### config.mk
export PLATFORM = sky130hd
export DESIGN_NAME = branch_and_bit_set_execution
export DESIGN_NICKNAME = d
export VERILOG_FILES = /design/src/hdl/branch_exec_pkg.sv /design/src/hdl/q_phase_gen.sv /design/src/hdl/branch_and_bit_set_execution.sv
export SDC_FILE = /design/constraint.sdc
export NUM_CORES = 1
export LEC_CHECK = 0
export ABC_AREA = 1
export BUFFER_PORTS_ARGS = -buffer_cell sky130_fd_sc_hd__buf_2
export CAP_MARGIN = 20
export CORE_MARGIN = 1.5
export CORE_UTILIZATION = 55
export CTS_CLUSTER_DIAMETER = 100
export DETAILED_ROUTE_END_ITERATION = 6
export PLACE_DENSITY = 0.78
export SYNTH_ARGS = -nofsm -noshare
export SYNTH_HDL_FRONTEND = slang
export SYNTH_SLANG_ARGS = --single-unit
export TNS_END_PERCENT = 5
### constraint.sdc
create_clock -name clk_sys_i -period 5.6 [get_ports clk_sys_i]
set_input_delay 0.56 -clock clk_sys_i [delete_from_list [all_inputs] [get_ports clk_sys_i]]
set_output_delay 0.56 -clock clk_sys_i [all_outputs]
set_load 0.02 [all_outputs]
### src/hdl/branch_exec_pkg.sv
package branch_exec_pkg;

  // Instruction cycle phases
  localparam logic [1:0]  PH_Q1           = 2'h0;
  localparam logic [1:0]  PH_Q2           = 2'h1;
  localparam logic [1:0]  PH_Q3           = 2'h2;
  localparam logic [1:0]  PH_Q4           = 2'h3;
  localparam int          PHASE_COUNT     = 4;

  // Opcode fields
  localparam logic [7:0]  OP_CARRY_CLEAR  = 8'he3;
  localparam logic [7:0]  OP_NOT_NEGATIVE = 8'he7;
  localparam logic [7:0]  OP_NO_OVERFLOW  = 8'he5;
  localparam logic [7:0]  OP_NONZERO      = 8'he1;
  localparam logic [4:0]  OP_JUMP         = 5'h1a;
  localparam logic [3:0]  OP_SET_BIT      = 4'h8;
  localparam int          OPC_HI          = 15;
  localparam int          BIT_SEL_LSB     = 9;
  localparam int          BANK_MODE_POS   = 8;
  localparam int          SHORT_OFS_W     = 8;
  localparam int          LONG_OFS_W      = 11;

  // Data memory geometry, program counter width and step
  localparam int          DATA_ADDR_W     = 12;
  localparam int          BANK_W          = 4;
  localparam logic [7:0]  ACCESS_SPLIT    = 8'h80;
  localparam logic [3:0]  ACCESS_HI_BANK  = 4'hf;
  localparam int          PC_W            = 21;
  localparam logic [20:0] PC_STEP         = 21'h000002;

  // Register map, byte addresses
  localparam logic [3:0]  REG_CTRL        = 4'h0;
  localparam logic [3:0]  REG_STATUS      = 4'h4;
  localparam logic [3:0]  REG_TAKEN_CNT   = 4'h8;
  localparam logic [3:0]  REG_LAST_TARGET = 4'hc;
  localparam int          CTRL_EN_POS     = 0;
  localparam logic        CTRL_EN_RST     = 1'b1;
  localparam int          ST_BUSY_POS     = 0;
  localparam int          ST_TAKEN_POS    = 1;
  localparam int          ST_SETBIT_POS   = 2;
  localparam int          TAKEN_CNT_W     = 16;

  typedef enum logic [1:0] {
    KIND_NONE,
    KIND_COND,
    KIND_JUMP,
    KIND_SETBIT
  } instr_kind_e;

endpackage

### src/hdl/q_phase_gen.sv
`timescale 1ns/10ps
module q_phase_gen
  import branch_exec_pkg::*;
#(
  parameter int PHASES = PHASE_COUNT
)(
  input  wire logic       clk_i,
  input  wire logic       rst_n_i,
  output logic [1:0]      phase_o,
  output logic            last_o
);

  initial
  begin
    if (PHASES != 4)
      $error("q_phase_gen supports exactly four phases");
  end

  logic [1:0] phase_q;

  // Free-running Q1..Q4 sequence, one phase per clock
  always_ff @(posedge clk_i or negedge rst_n_i)
  begin
    if (!rst_n_i)
      phase_q <= PH_Q1;
    else
      phase_q <= phase_q + 2'h1;
  end

  assign phase_o = phase_q;
  assign last_o  = (phase_q == PH_Q4);

endmodule

### src/hdl/branch_and_bit_set_execution.sv
// The implementer's own choices: the register offsets and the Wishbone interface to the registers.
`timescale 1ns/10ps
module branch_and_bit_set_execution
  import branch_exec_pkg::*;
#(
  parameter int ADDR_W = DATA_ADDR_W
)(
  input  wire logic                   clk_sys_i,
  input  wire logic                   reset_n_i,
  // Instruction stream
  input  wire logic [15:0]            instr_i,
  input  wire logic                   instr_valid_i,
  input  wire logic [PC_W-1:0]        instr_addr_i,
  output logic                        busy_o,
  output logic [1:0]                  phase_o,
  // Status flags and bank select
  input  wire logic                   carry_i,
  input  wire logic                   negative_i,
  input  wire logic                   overflow_i,
  input  wire logic                   zero_i,
  input  wire logic [BANK_W-1:0]      bank_select_reg_i,
  // Program counter load
  output logic                        pc_load_o,
  output logic [PC_W-1:0]             pc_new_o,
  // Data memory
  output logic [ADDR_W-1:0]           mem_addr_o,
  output logic                        mem_rd_o,
  input  wire logic [7:0]             mem_rdata_i,
  output logic                        mem_wr_o,
  output logic [7:0]                  mem_wdata_o,
  // Wishbone slave
  input  wire logic                   wb_cyc_i,
  input  wire logic                   wb_stb_i,
  input  wire logic                   wb_we_i,
  input  wire logic [3:0]             wb_adr_i,
  input  wire logic [3:0]             wb_sel_i,
  input  wire logic [31:0]            wb_dat_i,
  output logic [31:0]                 wb_dat_o,
  output logic                        wb_ack_o
);

  initial
  begin
    if (ADDR_W != BANK_W + 8)
      $error("ADDR_W must equal bank width plus eight");
  end

  typedef enum logic {
    ST_RUN,
    ST_FLUSH
  } exec_state_e;

  logic              rst_meta_q;
  logic              rst_sync_q;
  logic [1:0]        phase;
  logic              phase_last;
  exec_state_e       state_q;
  instr_kind_e       kind_q;
  instr_kind_e       kind_d;
  logic [15:0]       instr_q;
  logic [PC_W-1:0]   pc_base_q;
  logic [PC_W-1:0]   target_q;
  logic              cond_ok;
  logic              taken_q;
  logic              ctrl_en_q;
  logic              last_taken_q;
  logic              last_setbit_q;
  logic [TAKEN_CNT_W-1:0] taken_cnt_q;
  logic [PC_W-1:0]   last_target_q;
  logic              pc_load_q;
  logic [PC_W-1:0]   pc_new_q;
  logic [ADDR_W-1:0] mem_addr_q;
  logic              mem_rd_q;
  logic              mem_wr_q;
  logic [7:0]        mem_wdata_q;
  logic              wb_ack_q;
  logic [31:0]       wb_dat_q;
  logic              wb_req;
  logic              wb_wr;

  // Sign-extended doubled offset of a given field width
  function automatic logic [PC_W-1:0] doubled_offset(input logic [10:0] field,
                                                     input logic        long_form);
    logic [PC_W-1:0] ext;
    ext = '0;
    if (long_form)
      ext = {{(PC_W-LONG_OFS_W){field[10]}}, field};
    else
      ext = {{(PC_W-SHORT_OFS_W){field[7]}}, field[7:0]};
    return {ext[PC_W-2:0], 1'b0};
  endfunction

  // File register address from bank mode, bank select and file field
  function automatic logic [ADDR_W-1:0] file_address(input logic            bank_mode,
                                                     input logic [BANK_W-1:0] bank,
                                                     input logic [7:0]      file);
    logic [BANK_W-1:0] hi;
    hi = '0;
    if (bank_mode)
      hi = bank;
    else if (file < ACCESS_SPLIT)
      hi = '0;
    else
      hi = ACCESS_HI_BANK;
    return {hi, file};
  endfunction

  // Reset release through two flip-flops
  always_ff @(posedge clk_sys_i or negedge reset_n_i)
  begin
    if (!reset_n_i)
    begin
      rst_meta_q <= 1'b0;
      rst_sync_q <= 1'b0;
    end
    else
    begin
      rst_meta_q <= 1'b1;
      rst_sync_q <= rst_meta_q;
    end
  end

  q_phase_gen #(
    .PHASES (PHASE_COUNT)
  ) u_phase (
    .clk_i   (clk_sys_i),
    .rst_n_i (rst_sync_q),
    .phase_o (phase),
    .last_o  (phase_last)
  );

  // Opcode decode
  always_comb
  begin
    kind_d = KIND_NONE;
    if (instr_i[OPC_HI -: 8] == OP_CARRY_CLEAR)
      kind_d = KIND_COND;
    else if (instr_i[OPC_HI -: 8] == OP_NOT_NEGATIVE)
      kind_d = KIND_COND;
    else if (instr_i[OPC_HI -: 8] == OP_NO_OVERFLOW)
      kind_d = KIND_COND;
    else if (instr_i[OPC_HI -: 8] == OP_NONZERO)
      kind_d = KIND_COND;
    else if (instr_i[OPC_HI -: 5] == OP_JUMP)
      kind_d = KIND_JUMP;
    else if (instr_i[OPC_HI -: 4] == OP_SET_BIT)
      kind_d = KIND_SETBIT;
  end

  // Branch condition from the flags, each branch on a clear flag
  always_comb
  begin
    case (instr_q[OPC_HI -: 8])
      OP_CARRY_CLEAR:  cond_ok = !carry_i;
      OP_NOT_NEGATIVE: cond_ok = !negative_i;
      OP_NO_OVERFLOW:  cond_ok = !overflow_i;
      OP_NONZERO:      cond_ok = !zero_i;
      default:         cond_ok = 1'b0;
    endcase
  end

  // Cycle state: a taken branch adds one idle cycle
  always_ff @(posedge clk_sys_i or negedge rst_sync_q)
  begin
    if (!rst_sync_q)
      state_q <= ST_RUN;
    else if (phase_last)
    begin
      case (state_q)
        ST_RUN:   state_q <= taken_q ? ST_FLUSH : ST_RUN;
        ST_FLUSH: state_q <= ST_RUN;
        default:  state_q <= ST_RUN;
      endcase
    end
  end

  // Q1 decode: latch the instruction for this cycle
  always_ff @(posedge clk_sys_i or negedge rst_sync_q)
  begin
    if (!rst_sync_q)
    begin
      kind_q    <= KIND_NONE;
      instr_q   <= '0;
      pc_base_q <= '0;
    end
    else if (phase == PH_Q1)
    begin
      if (state_q == ST_RUN && instr_valid_i && ctrl_en_q)
        kind_q <= kind_d;
      else
        kind_q <= KIND_NONE;
      instr_q   <= instr_i;
      pc_base_q <= instr_addr_i;
    end
  end

  // Q2 reads the offset and forms the target, Q3 makes the taken decision
  always_ff @(posedge clk_sys_i or negedge rst_sync_q)
  begin
    if (!rst_sync_q)
    begin
      target_q <= '0;
      taken_q  <= 1'b0;
    end
    else
    begin
      if (phase == PH_Q2)
        target_q <= pc_base_q + PC_STEP
                    + doubled_offset(instr_q[10:0], kind_q == KIND_JUMP);
      if (phase == PH_Q3)
        taken_q <= (kind_q == KIND_JUMP) || (kind_q == KIND_COND && cond_ok);
      else if (phase_last)
        taken_q <= 1'b0;
    end
  end

  // Q4 program counter write
  always_ff @(posedge clk_sys_i or negedge rst_sync_q)
  begin
    if (!rst_sync_q)
    begin
      pc_load_q <= 1'b0;
      pc_new_q  <= '0;
    end
    else if (phase == PH_Q3)
    begin
      pc_load_q <= (kind_q == KIND_JUMP) || (kind_q == KIND_COND && cond_ok);
      if ((kind_q == KIND_JUMP) || (kind_q == KIND_COND && cond_ok))
        pc_new_q <= target_q;
    end
    else
      pc_load_q <= 1'b0;
  end

  // Bit set: read in Q2, modify in Q3, write back in Q4
  always_ff @(posedge clk_sys_i or negedge rst_sync_q)
  begin
    if (!rst_sync_q)
    begin
      mem_addr_q  <= '0;
      mem_rd_q    <= 1'b0;
      mem_wr_q    <= 1'b0;
      mem_wdata_q <= '0;
    end
    else
    begin
      mem_rd_q <= 1'b0;
      mem_wr_q <= 1'b0;
      if (phase == PH_Q1 && state_q == ST_RUN && instr_valid_i && ctrl_en_q
          && kind_d == KIND_SETBIT)
      begin
        mem_addr_q <= file_address(instr_i[BANK_MODE_POS], bank_select_reg_i,
                                   instr_i[7:0]);
        mem_rd_q   <= 1'b1;
      end
      if (phase == PH_Q3 && kind_q == KIND_SETBIT)
      begin
        mem_wdata_q <= mem_rdata_i | (8'h01 << instr_q[BIT_SEL_LSB +: 3]);
        mem_wr_q    <= 1'b1;
      end
    end
  end

  // Status kept for software
  always_ff @(posedge clk_sys_i or negedge rst_sync_q)
  begin
    if (!rst_sync_q)
    begin
      last_taken_q  <= 1'b0;
      last_setbit_q <= 1'b0;
      last_target_q <= '0;
    end
    else if (phase == PH_Q3 && kind_q != KIND_NONE)
    begin
      last_taken_q  <= (kind_q == KIND_JUMP) || (kind_q == KIND_COND && cond_ok);
      last_setbit_q <= (kind_q == KIND_SETBIT);
      if ((kind_q == KIND_JUMP) || (kind_q == KIND_COND && cond_ok))
        last_target_q <= target_q;
    end
  end

  // Taken branch counter; a count event beats a software clear
  always_ff @(posedge clk_sys_i or negedge rst_sync_q)
  begin
    if (!rst_sync_q)
      taken_cnt_q <= '0;
    else if (phase == PH_Q3
             && ((kind_q == KIND_JUMP) || (kind_q == KIND_COND && cond_ok)))
      taken_cnt_q <= taken_cnt_q + 1'b1;
    else if (wb_wr && wb_adr_i == REG_TAKEN_CNT && wb_sel_i[0])
      taken_cnt_q <= '0;
  end

  // Wishbone slave: one wait state, ack for one cycle
  assign wb_req = wb_cyc_i && wb_stb_i && !wb_ack_q;
  assign wb_wr  = wb_cyc_i && wb_stb_i && wb_we_i && wb_ack_q;

  always_ff @(posedge clk_sys_i or negedge rst_sync_q)
  begin
    if (!rst_sync_q)
      wb_ack_q <= 1'b0;
    else
      wb_ack_q <= wb_req;
  end

  always_ff @(posedge clk_sys_i or negedge rst_sync_q)
  begin
    if (!rst_sync_q)
      ctrl_en_q <= CTRL_EN_RST;
    else if (wb_wr && wb_adr_i == REG_CTRL && wb_sel_i[0])
      ctrl_en_q <= wb_dat_i[CTRL_EN_POS];
  end

  always_ff @(posedge clk_sys_i or negedge rst_sync_q)
  begin
    if (!rst_sync_q)
      wb_dat_q <= '0;
    else if (wb_req && !wb_we_i)
    begin
      wb_dat_q <= '0;
      case (wb_adr_i)
        REG_CTRL:
          wb_dat_q[CTRL_EN_POS] <= ctrl_en_q;
        REG_STATUS:
        begin
          wb_dat_q[ST_BUSY_POS]   <= (state_q == ST_FLUSH);
          wb_dat_q[ST_TAKEN_POS]  <= last_taken_q;
          wb_dat_q[ST_SETBIT_POS] <= last_setbit_q;
        end
        REG_TAKEN_CNT:
          wb_dat_q[TAKEN_CNT_W-1:0] <= taken_cnt_q;
        REG_LAST_TARGET:
          wb_dat_q[PC_W-1:0] <= last_target_q;
        default:
          wb_dat_q <= '0;
      endcase
    end
  end

  assign wb_ack_o    = wb_ack_q;
  assign wb_dat_o    = wb_dat_q;
  assign busy_o      = (state_q == ST_FLUSH);
  assign phase_o     = phase;
  assign pc_load_o   = pc_load_q;
  assign pc_new_o    = pc_new_q;
  assign mem_addr_o  = mem_addr_q;
  assign mem_rd_o    = mem_rd_q;
  assign mem_wr_o    = mem_wr_q;
  assign mem_wdata_o = mem_wdata_q;

endmodule

### Word level (Yosys, flattened, before mapping)

Index checks and enable logic that the tools add are counted.

| word-level totals | value |
|---|---|
| logic and storage cells | 108 |
| output and inout bits | 80 |
| register bits after elaboration | 172 |
| input bits | 99 |

| operators by class | value |
|---|---|
| equal/unequal tests | 20 |
| add/subtract/negate cells | 4 |
| reduce and logical (&&, ||, !) cells | 33 |
| shift operators | 1 |
| mux-type cells | 25 |
| bitwise operators | 2 |
| $lt $le $gt $ge | 1 |

Operators by type and width:

| operator | number |
|---|---|
| equality test 8 bit (second input constant) | 8 |
| two-way mux 20 bit | 2 |
| two-way mux 16 bit | 2 |
| case mux 13 bit (2 select lines) | 1 |
| adder 21 x 2 -> 21 bit (second input constant) | 1 |
| adder 21 bit | 1 |
| logical AND 1 bit | 19 |
| adder 16 x 1 -> 16 bit (second input constant) | 1 |
| two-way mux 2 bit | 7 |
| equality test 4 bit (second input constant) | 3 |
| equality test 2 bit (second input constant) | 5 |
| less-than comparator 8 bit (second input constant) | 1 |
| two-way mux 4 bit | 2 |
| bitwise OR 8 bit | 1 |
| case mux 1 bit (4 select lines) | 2 |
| left shift 1 x 3 -> 8 bit (first input constant) | 1 |
| zero test 1 bit | 6 |
| two-way mux 1 bit | 6 |
| case mux 2 bit (3 select lines) | 1 |
| nonzero test 2 bit | 3 |
| equality test 5 bit (second input constant) | 1 |
| two-way mux 5 bit | 1 |
| equality test 2 x 1 -> 1 bit (second input constant) | 2 |
| equality test 4 x 3 -> 1 bit (second input constant) | 1 |
| 7 further kinds | 8 |

### Depth between registers and ports, before layout

Gate-level depths: netlist of run 1.

| depth | value |
|---|---|
| word-level depth | 10 |
| depth in mapped cells | 18 |
| mapped depth without buffers | 18 |

### Hierarchy

From an unflattened synthesis of run 1, not the netlist that was laid out.

| second synthesis, totals | value |
|---|---|
| cells, all modules | 997 |
| area total of the unflattened synthesis | 8764.7 um^2 |

By module, submodules not included:

| module | cells each | times used | sequential area each (um^2) | area an instance (um^2) |
|---|---|---|---|---|
| branch_and_bit_set_execution | 993 | 1 | 4255.3 | 8698.3 |
| q_phase_gen | 4 | 1 | 50.0 | 66.3 |

### Worst setup path before layout of run 1

OpenSTA, ideal clock, no wires.

| timing path | value |
|---|---|
| path kind | register -> register |
| start | register kind_q[0] |
| end | register target_q[20] |
| buffers on the path | 0 |
| setup slack | 3214 ps |
| data required time | 5482 ps |
| setup time | 118 ps |
| period minus slack after synthesis | 2386 ps |
| arrival time | 2269 ps |
| cell stages (with the launch flop) | 18 |
| cell sequence | dfrtp_1 -> inv_1 -> nand2_1 -> nand2_1 -> nand2_1 -> inv_1 -> ha_1 -> ha_1 -> nand2_1 -> inv_1 -> nand2_1 -> nand2_1 -> nand2_1 -> nand2_1 -> nor2_1 -> nand3_1 -> nand3_1 -> nand2_1 |

| between the ends | value |
|---|---|
| word-level cells in the longest chain between the ends | 4 |

RTL lines:

| item | RTL line | text |
|---|---|---|
| from (decl) | branch_and_bit_set_execution.sv:58 | `instr_kind_e kind_q;` |
| from (signal assigned) | branch_and_bit_set_execution.sv:189 | `kind_q <= kind_d;` |
| equality test 2 bit | branch_and_bit_set_execution.sv:209 | `+ doubled_offset(instr_q[10:0], kind_q == KIND_JUMP);` |
| two-way mux 20 bit | branch_and_bit_set_execution.sv:86 | `if (long_form)` |
| two-way mux 20 bit | branch_and_bit_set_execution.sv:207 | `if (phase == PH_Q2)` |
| adder 21 bit | branch_and_bit_set_execution.sv:209 |  |
| to (signal assigned) | branch_and_bit_set_execution.sv:208 | `target_q <= pc_base_q + PC_STEP` |
| to (decl) | branch_and_bit_set_execution.sv:62 | `logic [PC_W-1:0] target_q;` |

No other way between the ends. The select of a mux whose other input is x is not followed.
A chain may end at the register's enable or synchronous reset.

### Worst setup path after layout of run 1

| timing path | value |
|---|---|
| start | register kind_q[0] |
| end | register target_q[16] |

Same word-level chain as after synthesis.

==> flow_summary.ini, run 1 <==
[outcome]
status = finished, final reports clean

[critical_path]
setup.reg_to_reg.worst_slack_ns = 2.67
worstSetupEndpointType = flip-flop
worstSetupStartpointType = flip-flop
critical-path-slowest-cell = sky130_fd_sc_hd__dfrtp_1
worst_path_most_repeated_cell = sky130_fd_sc_hd__nand2_1
timing.critical_path.cells = inv_1, nand2_1, nand2_1, nand2_1, inv_1, ha_1, ha_1, nand2_1, inv_1, a21oi_1, nand3_1, nand2_1, nand3_1, nand3_1, nand2_1
worst_reg2reg_startpoint = kind_q[0]
data_arrival_critical_path_ns = 3.25
timing.setup.critical_path_class = reg -> reg
crit-reg2reg-capture = target_q[16]
required_ns = 5.92
critical_path.max_stage_delay_ns = 0.38
worstPathMaxFanout = 10
ff2ff_path_depth = 15

[floorplan]
initial_core_utilization = 0.5668
chipWidth_um = 128.4
placement_rows = 45
chipHeight_um = 128.4
io-pin-count = 179
fp.coreArea_um2 = 15260
floorplan.die_area_um2 = 16490

[pwr]
vdd_drop_max_uv = 220.5
p_sw_mw = 0.7338
internal_power_mw = 2.130
power_per_cell_area_nw_per_um2 = 285.6
leakagePower_nw = 5.285
p_sw_frac = 0.2562
share_seq_of_total_power = 0.466
power.combinational.fraction = 0.110
power.clock.fraction = 0.424
post-layout-total-power_mw = 2.864

[synth]
yosys-top-cells-count = 262 x sky130_fd_sc_hd__nand2_1, 171 x sky130_fd_sc_hd__dfrtp_1, 103 x sky130_fd_sc_hd__inv_1
synth.distinct_cells = 47
yosysSeqAreaShare = 0.4978
post_synth_inst_count = 986
synth_async_sr_flop_share = 1.000
synth.top_cell.area_share = 0.4948
yosys-top-cells-area = sky130_fd_sc_hd__dfrtp_1 49%, sky130_fd_sc_hd__nand2_1 11%, sky130_fd_sc_hd__ha_1 6.1%, sky130_fd_sc_hd__inv_1 4.5%, sky130_fd_sc_hd__nand3_1 4.5%
synthesis.area_um2 = 8648
syn_avg_cell_area_um2 = 8.771
synth_most_common_cell = sky130_fd_sc_hd__nand2_1
yosysWarnings = 0
synth_enable_flop_cells = 0
synth.ff_latch_count = 172
dominantRegCellSynth = sky130_fd_sc_hd__dfrtp_1
post-synth-top-area-cell = sky130_fd_sc_hd__dfrtp_1

[sta]
worstMarginPinSlew_ns = 0.8702
slew_headroom = 0.4198
finalWorstPathRequiredPeriod_ns = 2.934
finalClockSkew_ns = 0.007684
maxSlewViolCount = 0
rsz_0062_raised_after_global_routing = false
maxClockFrequency_ghz = 0.3408
setup_tns_ns = 0
hold_fails_final_rpt = 0
timing.final.setup_violations = 0
finalCritPeriodShare = 0.5240

[drt]
drt_wl_total_um = 18010
detail_route.drc_violations = 0
antenna_violating_nets_post_route = 0
drtIter0Drc = 502
drt_first_pass_iters = 5
drt-vias-per-instance = 5.139
wl_per_cell_um = 13.51
vias = 6850

[global_routing]
grt_usage = 0.2345
grt_start_max_net_pins = 104
grt_antenna_before_repair = 0
grt_pass1_vias = 6440
grt_remaining_overflow = 0
grt_first_pass_wirelength_um = 30400

[clock_tree]
clock_latency_ns = 0.43
cts-root-buf = sky130_fd_sc_hd__clkbuf_16
cts_max_path_buffers = 2
tritoncts = done
cts_inserted_buffers = 17
cts.sink_count = 172
htreeDepth = 4
clkSlewWorstSetupHoldPaths_ns = 0.07

[run]
drv.max_cap_violation_count = 0

[placed_design]
numPortBuffers = 133
place_congestion = 0.9002
dpl.hpwl_um = 12940

[hold_path]
worst_hold_endpoint = instr_q[9]
cell_count_of_the_worst_hold_path = 3
holdCritPathClass = in -> reg
timing.hold.worst.start = instr_i[9]

[final_layout]
num-nets-final = 1251
antennaDiodeCount = 0
post_route_cells_drive_above_1_share = 0.2103
synthToLayoutAreaGrowth_pct = 15.94
-- cell families (layout without fill, tap and decap cells) --
logic type,Yosys count,after routing,share of synthesized area
XOR/XNOR,8,8,0.008102
buffers and inverters,153,279,0.08015
adder cells (fa/ha/maj),43,43,0.06308
AND/OR/NAND/NOR,437,437,0.2219
multiplexers,23,23,0.02980
AO/OA/AOI/OAI,148,148,0.09824
other,2,12,0.0008684
flip-flops,172,172,0.4978
-- sequential cells by signal, summed over array words and instances, names as in the netlist, 8 cells and up --
signal	cells
wb_dat_o	21
last_target_q	21
pc_base_q	21
mem_wdata_o	8
instr_q	16
taken_cnt_q	16
target_q	21
pc_new_o	21
mem_addr_o	12
-- area by class of cell --
cell class / instances / area, um2
clock inverters: 12 / 161.4
fillers: 1291 / 5231
clock buffers: 20 / 446.7
flip-flops and latches: 172 / 4309
inverters: 108 / 405.4
multi-input cells: 671 / 3695
well taps: 211 / 264.0
repair buffers: 139 / 745.7
-- repair_timing --
item,in CTS,in global routing
gates resized for setup,0,0
hold endpoints to repair,2,0
setup buffers,0,0
hold buffers,1,0
-- through the flow --
step                cell area (um2)  setup WS, ns    util  instances  hold slack [ns]
floorplan                      8686        0.4542       -        996           0.2644
CTS                            9980         2.540  0.6540       1331           0.3204
global route                  10030         2.480  0.6572       1333           0.3270
detailed placement             9361         2.536  0.6135       1298           0.3347
global placement               9361         2.605  0.6135       1298           0.3344
finish                        10030         2.666  0.6572       1333           0.3365
-- layer usage --
metal  share of wire  vias up  global-route usage
met5               0        -                   0
met4           0.024        0             0.09319
met3           0.048       37             0.04699
met2            0.47      197              0.3707
met1            0.46     3180              0.3216
li1                -     3436                   -
-- cells in the final DEF, fill, tap and decap left out, drive strengths merged, types with 3 or more instances in the layout --
master	Yosys	routed
a21oi	27	27
a31oi	5	5
buf	30	138
bufinv	0	3
clkbuf	15	20
clkinv	1	4
conb	2	12
dfrtp	171	171
ha	42	42
inv	107	111
mux2	22	22
nand2	274	274
nand3	85	85
nand3b	4	4
nand4	9	9
nor2	46	46
nor3	12	12
o211ai	12	12
o21ai	96	96
o22ai	5	5
xnor2	6	6
-- power groups by stage --
stage          clock (mW)  sequential, mW  combinational (mW)
6_report             1.21            1.33               0.315
5_1_grt              1.30            1.34               0.362
4_1_cts              1.24            1.33               0.316
3_5_place_dp            0            1.36               0.312
3_3_place_gp            0            1.36               0.304
2_1_floorplan           0            1.36               0.216
-- worst max-delay path, delay by kind of cell, from the launching register on --
family,cells,cell delay [ns]
and+or+nand+nor,9,1.10
adders and majority gates,2,0.68
buffers and inverters,3,0.48
DFF,1,0.38
AOI/OAI and AO/OA,1,0.15
-- how the worst max path moves through the flow --
stage / from / end / slack (ns) / cells after the start
finish: kind_q[0] / target_q[16] / 2.67 / 15
global route: kind_q[0] / target_q[20] / 2.48 / 18
CTS: u_phase.phase_o[0] / mem_addr_o[6] / 2.54 / 7
detailed placement: u_phase.phase_o[0] / mem_addr_o[4] / 2.54 / 6
global placement: u_phase.phase_o[0] / mem_addr_o[6] / 2.60 / 7
floorplan: rst_sync_q / busy_o / 0.45 / 0
No activity file was read; power rests on OpenSTA's default activity.
==> run 2, diff against run 1 <==
==> constraint.sdc (replaced) <==
create_clock -name clk_sys_i -period 3.08 [get_ports clk_sys_i]
set_input_delay 0.308 -clock clk_sys_i [delete_from_list [all_inputs] [get_ports clk_sys_i]]
set_output_delay 0.308 -clock clk_sys_i [all_outputs]
set_load 0.02 [all_outputs]
==> run 2 against run 1 <==
Die area unchanged. Global-route usage fell by 0.37 points. Largest cell class unchanged. Count of clock-buffer cells in the layout increased by 5. Worst hold slack worse by 0.25 ns. Critical endpoint is now target_q[20]. Clock skew about the same. Final area decreased by 0.34%. Sequential share of layout area grew 0.15 points. Critical path depth increased by 2. Maximum frequency up 8.1%.
==> flow_summary.ini, run 2 (synthesis gave the netlist of run 1 again) <==
[pwr]
power_per_cell_area_nw_per_um2 = 499.5
vdd_drop_max_uv = 420.6
leakagePower_nw = 5.263

[drt]
drt_wl_total_um = 17730
drtIter0Drc = 395
antenna_violating_nets_post_route = 0
drt-vias-per-instance = 5.119
wl_per_cell_um = 13.27
vias = 6839
drt_first_pass_iters = 5
detail_route.drc_violations = 0

[floorplan]
initial_core_utilization = 0.5668
placement_rows = 45
io-pin-count = 179
chipWidth_um = 128.4
chipHeight_um = 128.4
fp.coreArea_um2 = 15260
floorplan.die_area_um2 = 16490

[final_layout]
post_route_cells_drive_above_1_share = 0.2098
most_frequent_standard_cell_in_the_layout_excluding_fill_and_tap_cells = sky130_fd_sc_hd__nand2_1
most-common-layout-cells = 262 x sky130_fd_sc_hd__nand2_1, 170 x sky130_fd_sc_hd__dfrtp_1, 133 x sky130_fd_sc_hd__buf_2
final_core_utilization = 0.6549
antennaDiodeCount = 0
synthToLayoutAreaGrowth_pct = 15.55
num-nets-final = 1254

[critical_path]
timing.setup.critical_path_class = reg -> reg
worstSetupEndpointType = flip-flop
crit-reg2reg-capture = target_q[20]
ff2ff_path_depth = 17
setup.reg_to_reg.worst_slack_ns = 0.37
worstSetupStartpointType = flip-flop
data_arrival_critical_path_ns = 3.03
worst_reg2reg_startpoint = kind_q[0]
worstPathMaxFanout = 10
required_ns = 3.39

[sta]
maxClockFrequency_ghz = 0.3685
setup_tns_ns = 0
rsz_0062_raised_after_global_routing = false
finalWorstPathRequiredPeriod_ns = 2.714
slew_headroom = 0.5152
maxSlewViolCount = 0
finalClockSkew_ns = 0.007775
worstMarginPinSlew_ns = 0.7273
timing.final.setup_violations = 0
hold_fails_final_rpt = 0
hold_slack_ns = 0.09105
finalCritPeriodShare = 0.8811

[hold_path]
cell_count_of_the_worst_hold_path = 3
timing.hold.worst.start = instr_addr_i[1]
worst_hold_endpoint = pc_base_q[1]
holdCritPathClass = in -> reg

[clock_tree]
postCtsSetupRepairBufs = 0
tritoncts = done
cts_inserted_buffers = 17
cts.sink_count = 172
clock_latency_ns = 0.43
clkSlewWorstSetupHoldPaths_ns = 0.06
htreeDepth = 4
cts_max_path_buffers = 2
cts-root-buf = sky130_fd_sc_hd__clkbuf_16

[placed_design]
place_congestion = 0.8879
dpl.hpwl_um = 13070
numPortBuffers = 133

[global_routing]
globalRouteMet2Util = 0.3738
grt_pass1_vias = 6470
gr-usage-met3 = 0.04449
layer_carrying_the_most_global_route_usage = met2
grt.met1_usage = 0.3091
grt_first_pass_wirelength_um = 30100
grt_remaining_overflow = 0
grt_usage = 0.2308
grt_start_max_net_pins = 62
grt_antenna_before_repair = 0

[run]
drv.max_cap_violation_count = 0

[outcome]
status = finished, final reports clean
-- run 2: power breakdown --
group	total, mW	switching (mW)	internal, mW
Combinational	0.577	0.367	0.210
Sequential	2.42	0.0653	2.36
Clock	1.99	0.837	1.15
-- run 2: what timing repair did --
item                                    CTS  global route
endpoints found under the setup margin    0             2
hold buffers                              1             0
hold endpoints to repair                  2             0
resized for setup                         0             1
-- run 2: how the worst max path moves through the flow --
stage | start | depth (start not counted) | endpoint | slack [ns]
after detailed placement | kind_q[0] | 16 | target_q[16] | 0.29
after CTS | kind_q[0] | 16 | target_q[16] | 0.24
after global routing | kind_q[0] | 16 | target_q[20] | 0.11
final | kind_q[0] | 17 | target_q[20] | 0.37
after global placement | kind_q[0] | 15 | target_q[20] | 0.35
after floorplan | rst_sync_q | 0 | busy_o | 0.24
-- run 2: area by class of cell --
type                            instances  area, um2
Clock buffer                           25      475.5
Timing Repair Buffer                  142      773.2
Fill cell                            1304       5265
Sequential cell                       172       4309
Multi-Input combinational cell        671       3695
Clock inverter                          7      71.32
Inverter                              108      405.4
Tap cell                              211      264.0
-- run 2: through the flow --
| stage | instances | area [um2] | power (mW) | setup slack [ns] |
|---|---|---|---|---|
| detailed placement | 1303 | 9437 | 3.039 | 0.2855 |
| global route | 1336 | 9993 | 5.236 | 0.1142 |
| floorplan | 996 | 8687 | 2.872 | 0.2382 |
| CTS | 1336 | 9993 | 5.033 | 0.2425 |
| global placement | 1303 | 9437 | 3.021 | 0.3522 |
| finish | 1336 | 9993 | 4.992 | 0.3663 |
-- run 2: per-layer routing --
metal  routed length [um]  up-vias  part of all wire
met4                  434        0             0.024
li1                     -     3456                 -
met3                  734       28             0.041
met1                 8285     3183              0.47
met2                 8272      172              0.47
met5                    0        -                 0
-- run 2: worst max-delay path, stage by stage, from the launching register on --
cell,delay [ns]
sky130_fd_sc_hd__dfrtp_1,0.37
sky130_fd_sc_hd__inv_1,0.14
sky130_fd_sc_hd__nand2_1,0.19
sky130_fd_sc_hd__nand2_1,0.14
sky130_fd_sc_hd__nand2_1,0.14
sky130_fd_sc_hd__inv_2,0.19
sky130_fd_sc_hd__ha_1,0.26
sky130_fd_sc_hd__ha_1,0.39
sky130_fd_sc_hd__nand2_1,0.15
sky130_fd_sc_hd__inv_1,0.05
sky130_fd_sc_hd__nand2_1,0.06
sky130_fd_sc_hd__nand2_1,0.06
sky130_fd_sc_hd__nand2_1,0.07
sky130_fd_sc_hd__nand2_1,0.04
sky130_fd_sc_hd__nor2_1,0.12
sky130_fd_sc_hd__nand3_1,0.09
sky130_fd_sc_hd__nand3_1,0.09
sky130_fd_sc_hd__nand2_1,0.05
==> run 3, diff against run 2 <==
--- a/config.mk
+++ b/config.mk
@@ -9,10 +9,10 @@
 export BUFFER_PORTS_ARGS = -buffer_cell sky130_fd_sc_hd__buf_2
 export CAP_MARGIN = 20
 export CORE_MARGIN = 1.5
-export CORE_UTILIZATION = 55
+export CORE_UTILIZATION = 45
 export CTS_CLUSTER_DIAMETER = 100
 export DETAILED_ROUTE_END_ITERATION = 6
-export PLACE_DENSITY = 0.78
+export PLACE_DENSITY = 0.66
 export SYNTH_ARGS = -nofsm -noshare
 export SYNTH_HDL_FRONTEND = slang
 export SYNTH_SLANG_ARGS = --single-unit
==> constraint.sdc (replaced) <==
create_clock -name clk_sys_i -period 3.08 [get_ports clk_sys_i]
set_input_delay 0.154 -clock clk_sys_i [delete_from_list [all_inputs] [get_ports clk_sys_i]]
set_output_delay 0.154 -clock clk_sys_i [all_outputs]
set_load 0.02 [all_outputs]
==> run 3 against run 2 <==
Global-route usage down 2.8 points. Maximum frequency up 0.82%. Sequential power about the same. Combinational power up 10%. Highest routed layer unchanged. Sequential share of layout area down 2.5 points. Total power up 5.3%. Final cell count up 5.8%. Via count up 0.76%.
==> flow_summary.ini, run 3 (synthesis gave the netlist of run 1 again) <==
[critical_path]
worstPathMaxFanout = 10
worst-path-stages = 16
critical-path-slowest-cell = sky130_fd_sc_hd__dfrtp_1
critical_path.max_stage_delay_ns = 0.38
critical_path.top_delay_family = simple AND/OR/NAND/NOR gates
setup.reg_to_reg.worst_slack_ns = 0.39
ff2ff_path_depth = 16
worst_reg2reg_startpoint = kind_q[0]
worst_path_most_repeated_cell = sky130_fd_sc_hd__nand2_1
worst_setup_path_endpoint = target_q[16]
worstSetupStartpointType = flip-flop
cp_buf_inv_count = 2
timing.setup.critical_path_class = reg -> reg
crit_path_start = kind_q[0]
worstSetupEndpointType = flip-flop
required_ns = 3.40
timing.critical_path.cells = inv_1, nand2_1, nand2_1, nand2_1, inv_1, ha_1, ha_1, nand2_1, nor2_1, nand3_1, nand3_1, nand2_1, nand2_1, nand2_1, nand3_1, nand2_1
data_arrival_critical_path_ns = 3.01
crit-reg2reg-capture = target_q[16]

[clock_tree]
cts.sink_count = 172
postCtsSetupRepairBufs = 0
cts_inserted_buffers = 17
clock_latency_ns = 0.43
cts_max_path_buffers = 2
htreeDepth = 4
clkSlewWorstSetupHoldPaths_ns = 0.07
cts-root-buf = sky130_fd_sc_hd__clkbuf_16
tritoncts = done

[floorplan]
initial_core_utilization = 0.4608
placement_rows = 50
chipHeight_um = 141.6
io-pin-count = 179
floorplan.die_area_um2 = 20060
chipWidth_um = 141.6
fp.coreArea_um2 = 18770

[hold_path]
holdCritPathClass = in -> async

[placed_design]
post_dp_cell_area_um2 = 9458
numPortBuffers = 133
dpl.hpwl_um = 13350
place_congestion = 0.8802
place_worst_setup_slack_ns = 0.3985
post-place-cells = 1325

[final_layout]
final_cell_area_um2 = 10620
post_route_cells_drive_above_1_share = 0.2036
layoutNonFillerInstCount = 1413
num-nets-final = 1308
most_frequent_standard_cell_in_the_layout_excluding_fill_and_tap_cells = sky130_fd_sc_hd__nand2_1
final_core_utilization = 0.5656
most-common-layout-cells = 262 x sky130_fd_sc_hd__nand2_1, 170 x sky130_fd_sc_hd__dfrtp_1, 133 x sky130_fd_sc_hd__buf_2
antennaDiodeCount = 0
synthToLayoutAreaGrowth_pct = 22.74

[pwr]
power.clock.fraction = 0.419
post-layout-total-power_mw = 5.255
leakagePower_nw = 5.522
share_seq_of_total_power = 0.460
internal_power_mw = 3.838
power_per_cell_area_nw_per_um2 = 495.0
p_sw_mw = 1.417
vdd_drop_max_uv = 395.7
p_sw_frac = 0.2696
power.combinational.fraction = 0.121

[drt]
drt_first_pass_iters = 4
drt_wl_total_um = 18900
vias = 6891
wl_per_cell_um = 13.37
detail_route.drc_violations = 0
drtIter0Drc = 346
drt-vias-per-instance = 4.877
antenna_violating_nets_post_route = 0

[sta]
finalClockSkew_ns = 0.01329
finalWorstPathRequiredPeriod_ns = 2.692
final_critical_path_setup_slack_ns = 0.3883
timing.final.setup_violations = 0
rsz_0062_raised_after_global_routing = false
setup_tns_ns = 0
worstMarginPinSlew_ns = 0.7587
hold_slack_ns = 0.02243
slew_headroom = 0.4930
maxSlewViolCount = 0
hold_fails_final_rpt = 0
finalCritPeriodShare = 0.8739
maxClockFrequency_ghz = 0.3715

[outcome]
status = finished, final reports clean

[global_routing]
grt_pass1_vias = 6818
grt_antenna_before_repair = 0
grt_remaining_overflow = 0
grt_first_pass_wirelength_um = 32570
grt_start_max_net_pins = 82
grt_usage = 0.2030

[run]
drv.max_cap_violation_count = 0
## run 3: cell count changes in the layout (fill, tap and decap cells not counted), sizes merged
cell	delta
buf	-1
bufinv	+1
inv	+11
dlygate4sd3	+55
clkinvlp	-3
clkbuf	-8
clkinv	-1
## run 3: repair_timing
action                                 CTS  global route
hold buffers                            56             0
resized for setup                        0             0
endpoints found under the hold margin   57             0
## run 3: cell type report
cell class,count,area (um2)
Fill cell,1688,8153
Sequential cell,172,4309
Multi-Input combinational cell,671,3695
Timing Repair Buffer,196,1316
Clock buffer,17,425.4
Inverter,108,405.4
Tap cell,234,292.8
Clock inverter,15,171.4
## run 3: how the worst min path moves through the flow
stage / start / endpoint / slack, ns / depth (start not counted)
2_1_floorplan: reset_n_i / rst_meta_q / -0.14 / 0
3_3_place_gp: reset_n_i / rst_meta_q / -0.06 / 1
3_5_place_dp: reset_n_i / rst_meta_q / -0.06 / 1
4_1_cts: reset_n_i / rst_sync_q / 0.006 / 2
5_1_grt: reset_n_i / rst_sync_q / 0.01 / 2
6_report: reset_n_i / rst_sync_q / 0.02 / 2
## run 3: routing by layer
layer  share of wire  GRT usage  vias to the layer above
li1                -          -                     3572
met1            0.49     0.2742                     3160
met2            0.46     0.3286                      139
met3           0.038    0.03949                       20
met4           0.016    0.06891                        0
met5               0          0                        -
## run 3: power groups by stage
stage | clock, mW | sequential (mW) | combinational, mW
after floorplan | 0 | 2.48 | 0.393
after global placement | 0 | 2.46 | 0.580
after detailed placement | 0 | 2.46 | 0.584
after CTS | 2.25 | 2.42 | 0.643
after global routing | 2.35 | 2.43 | 0.734
final | 2.20 | 2.42 | 0.636
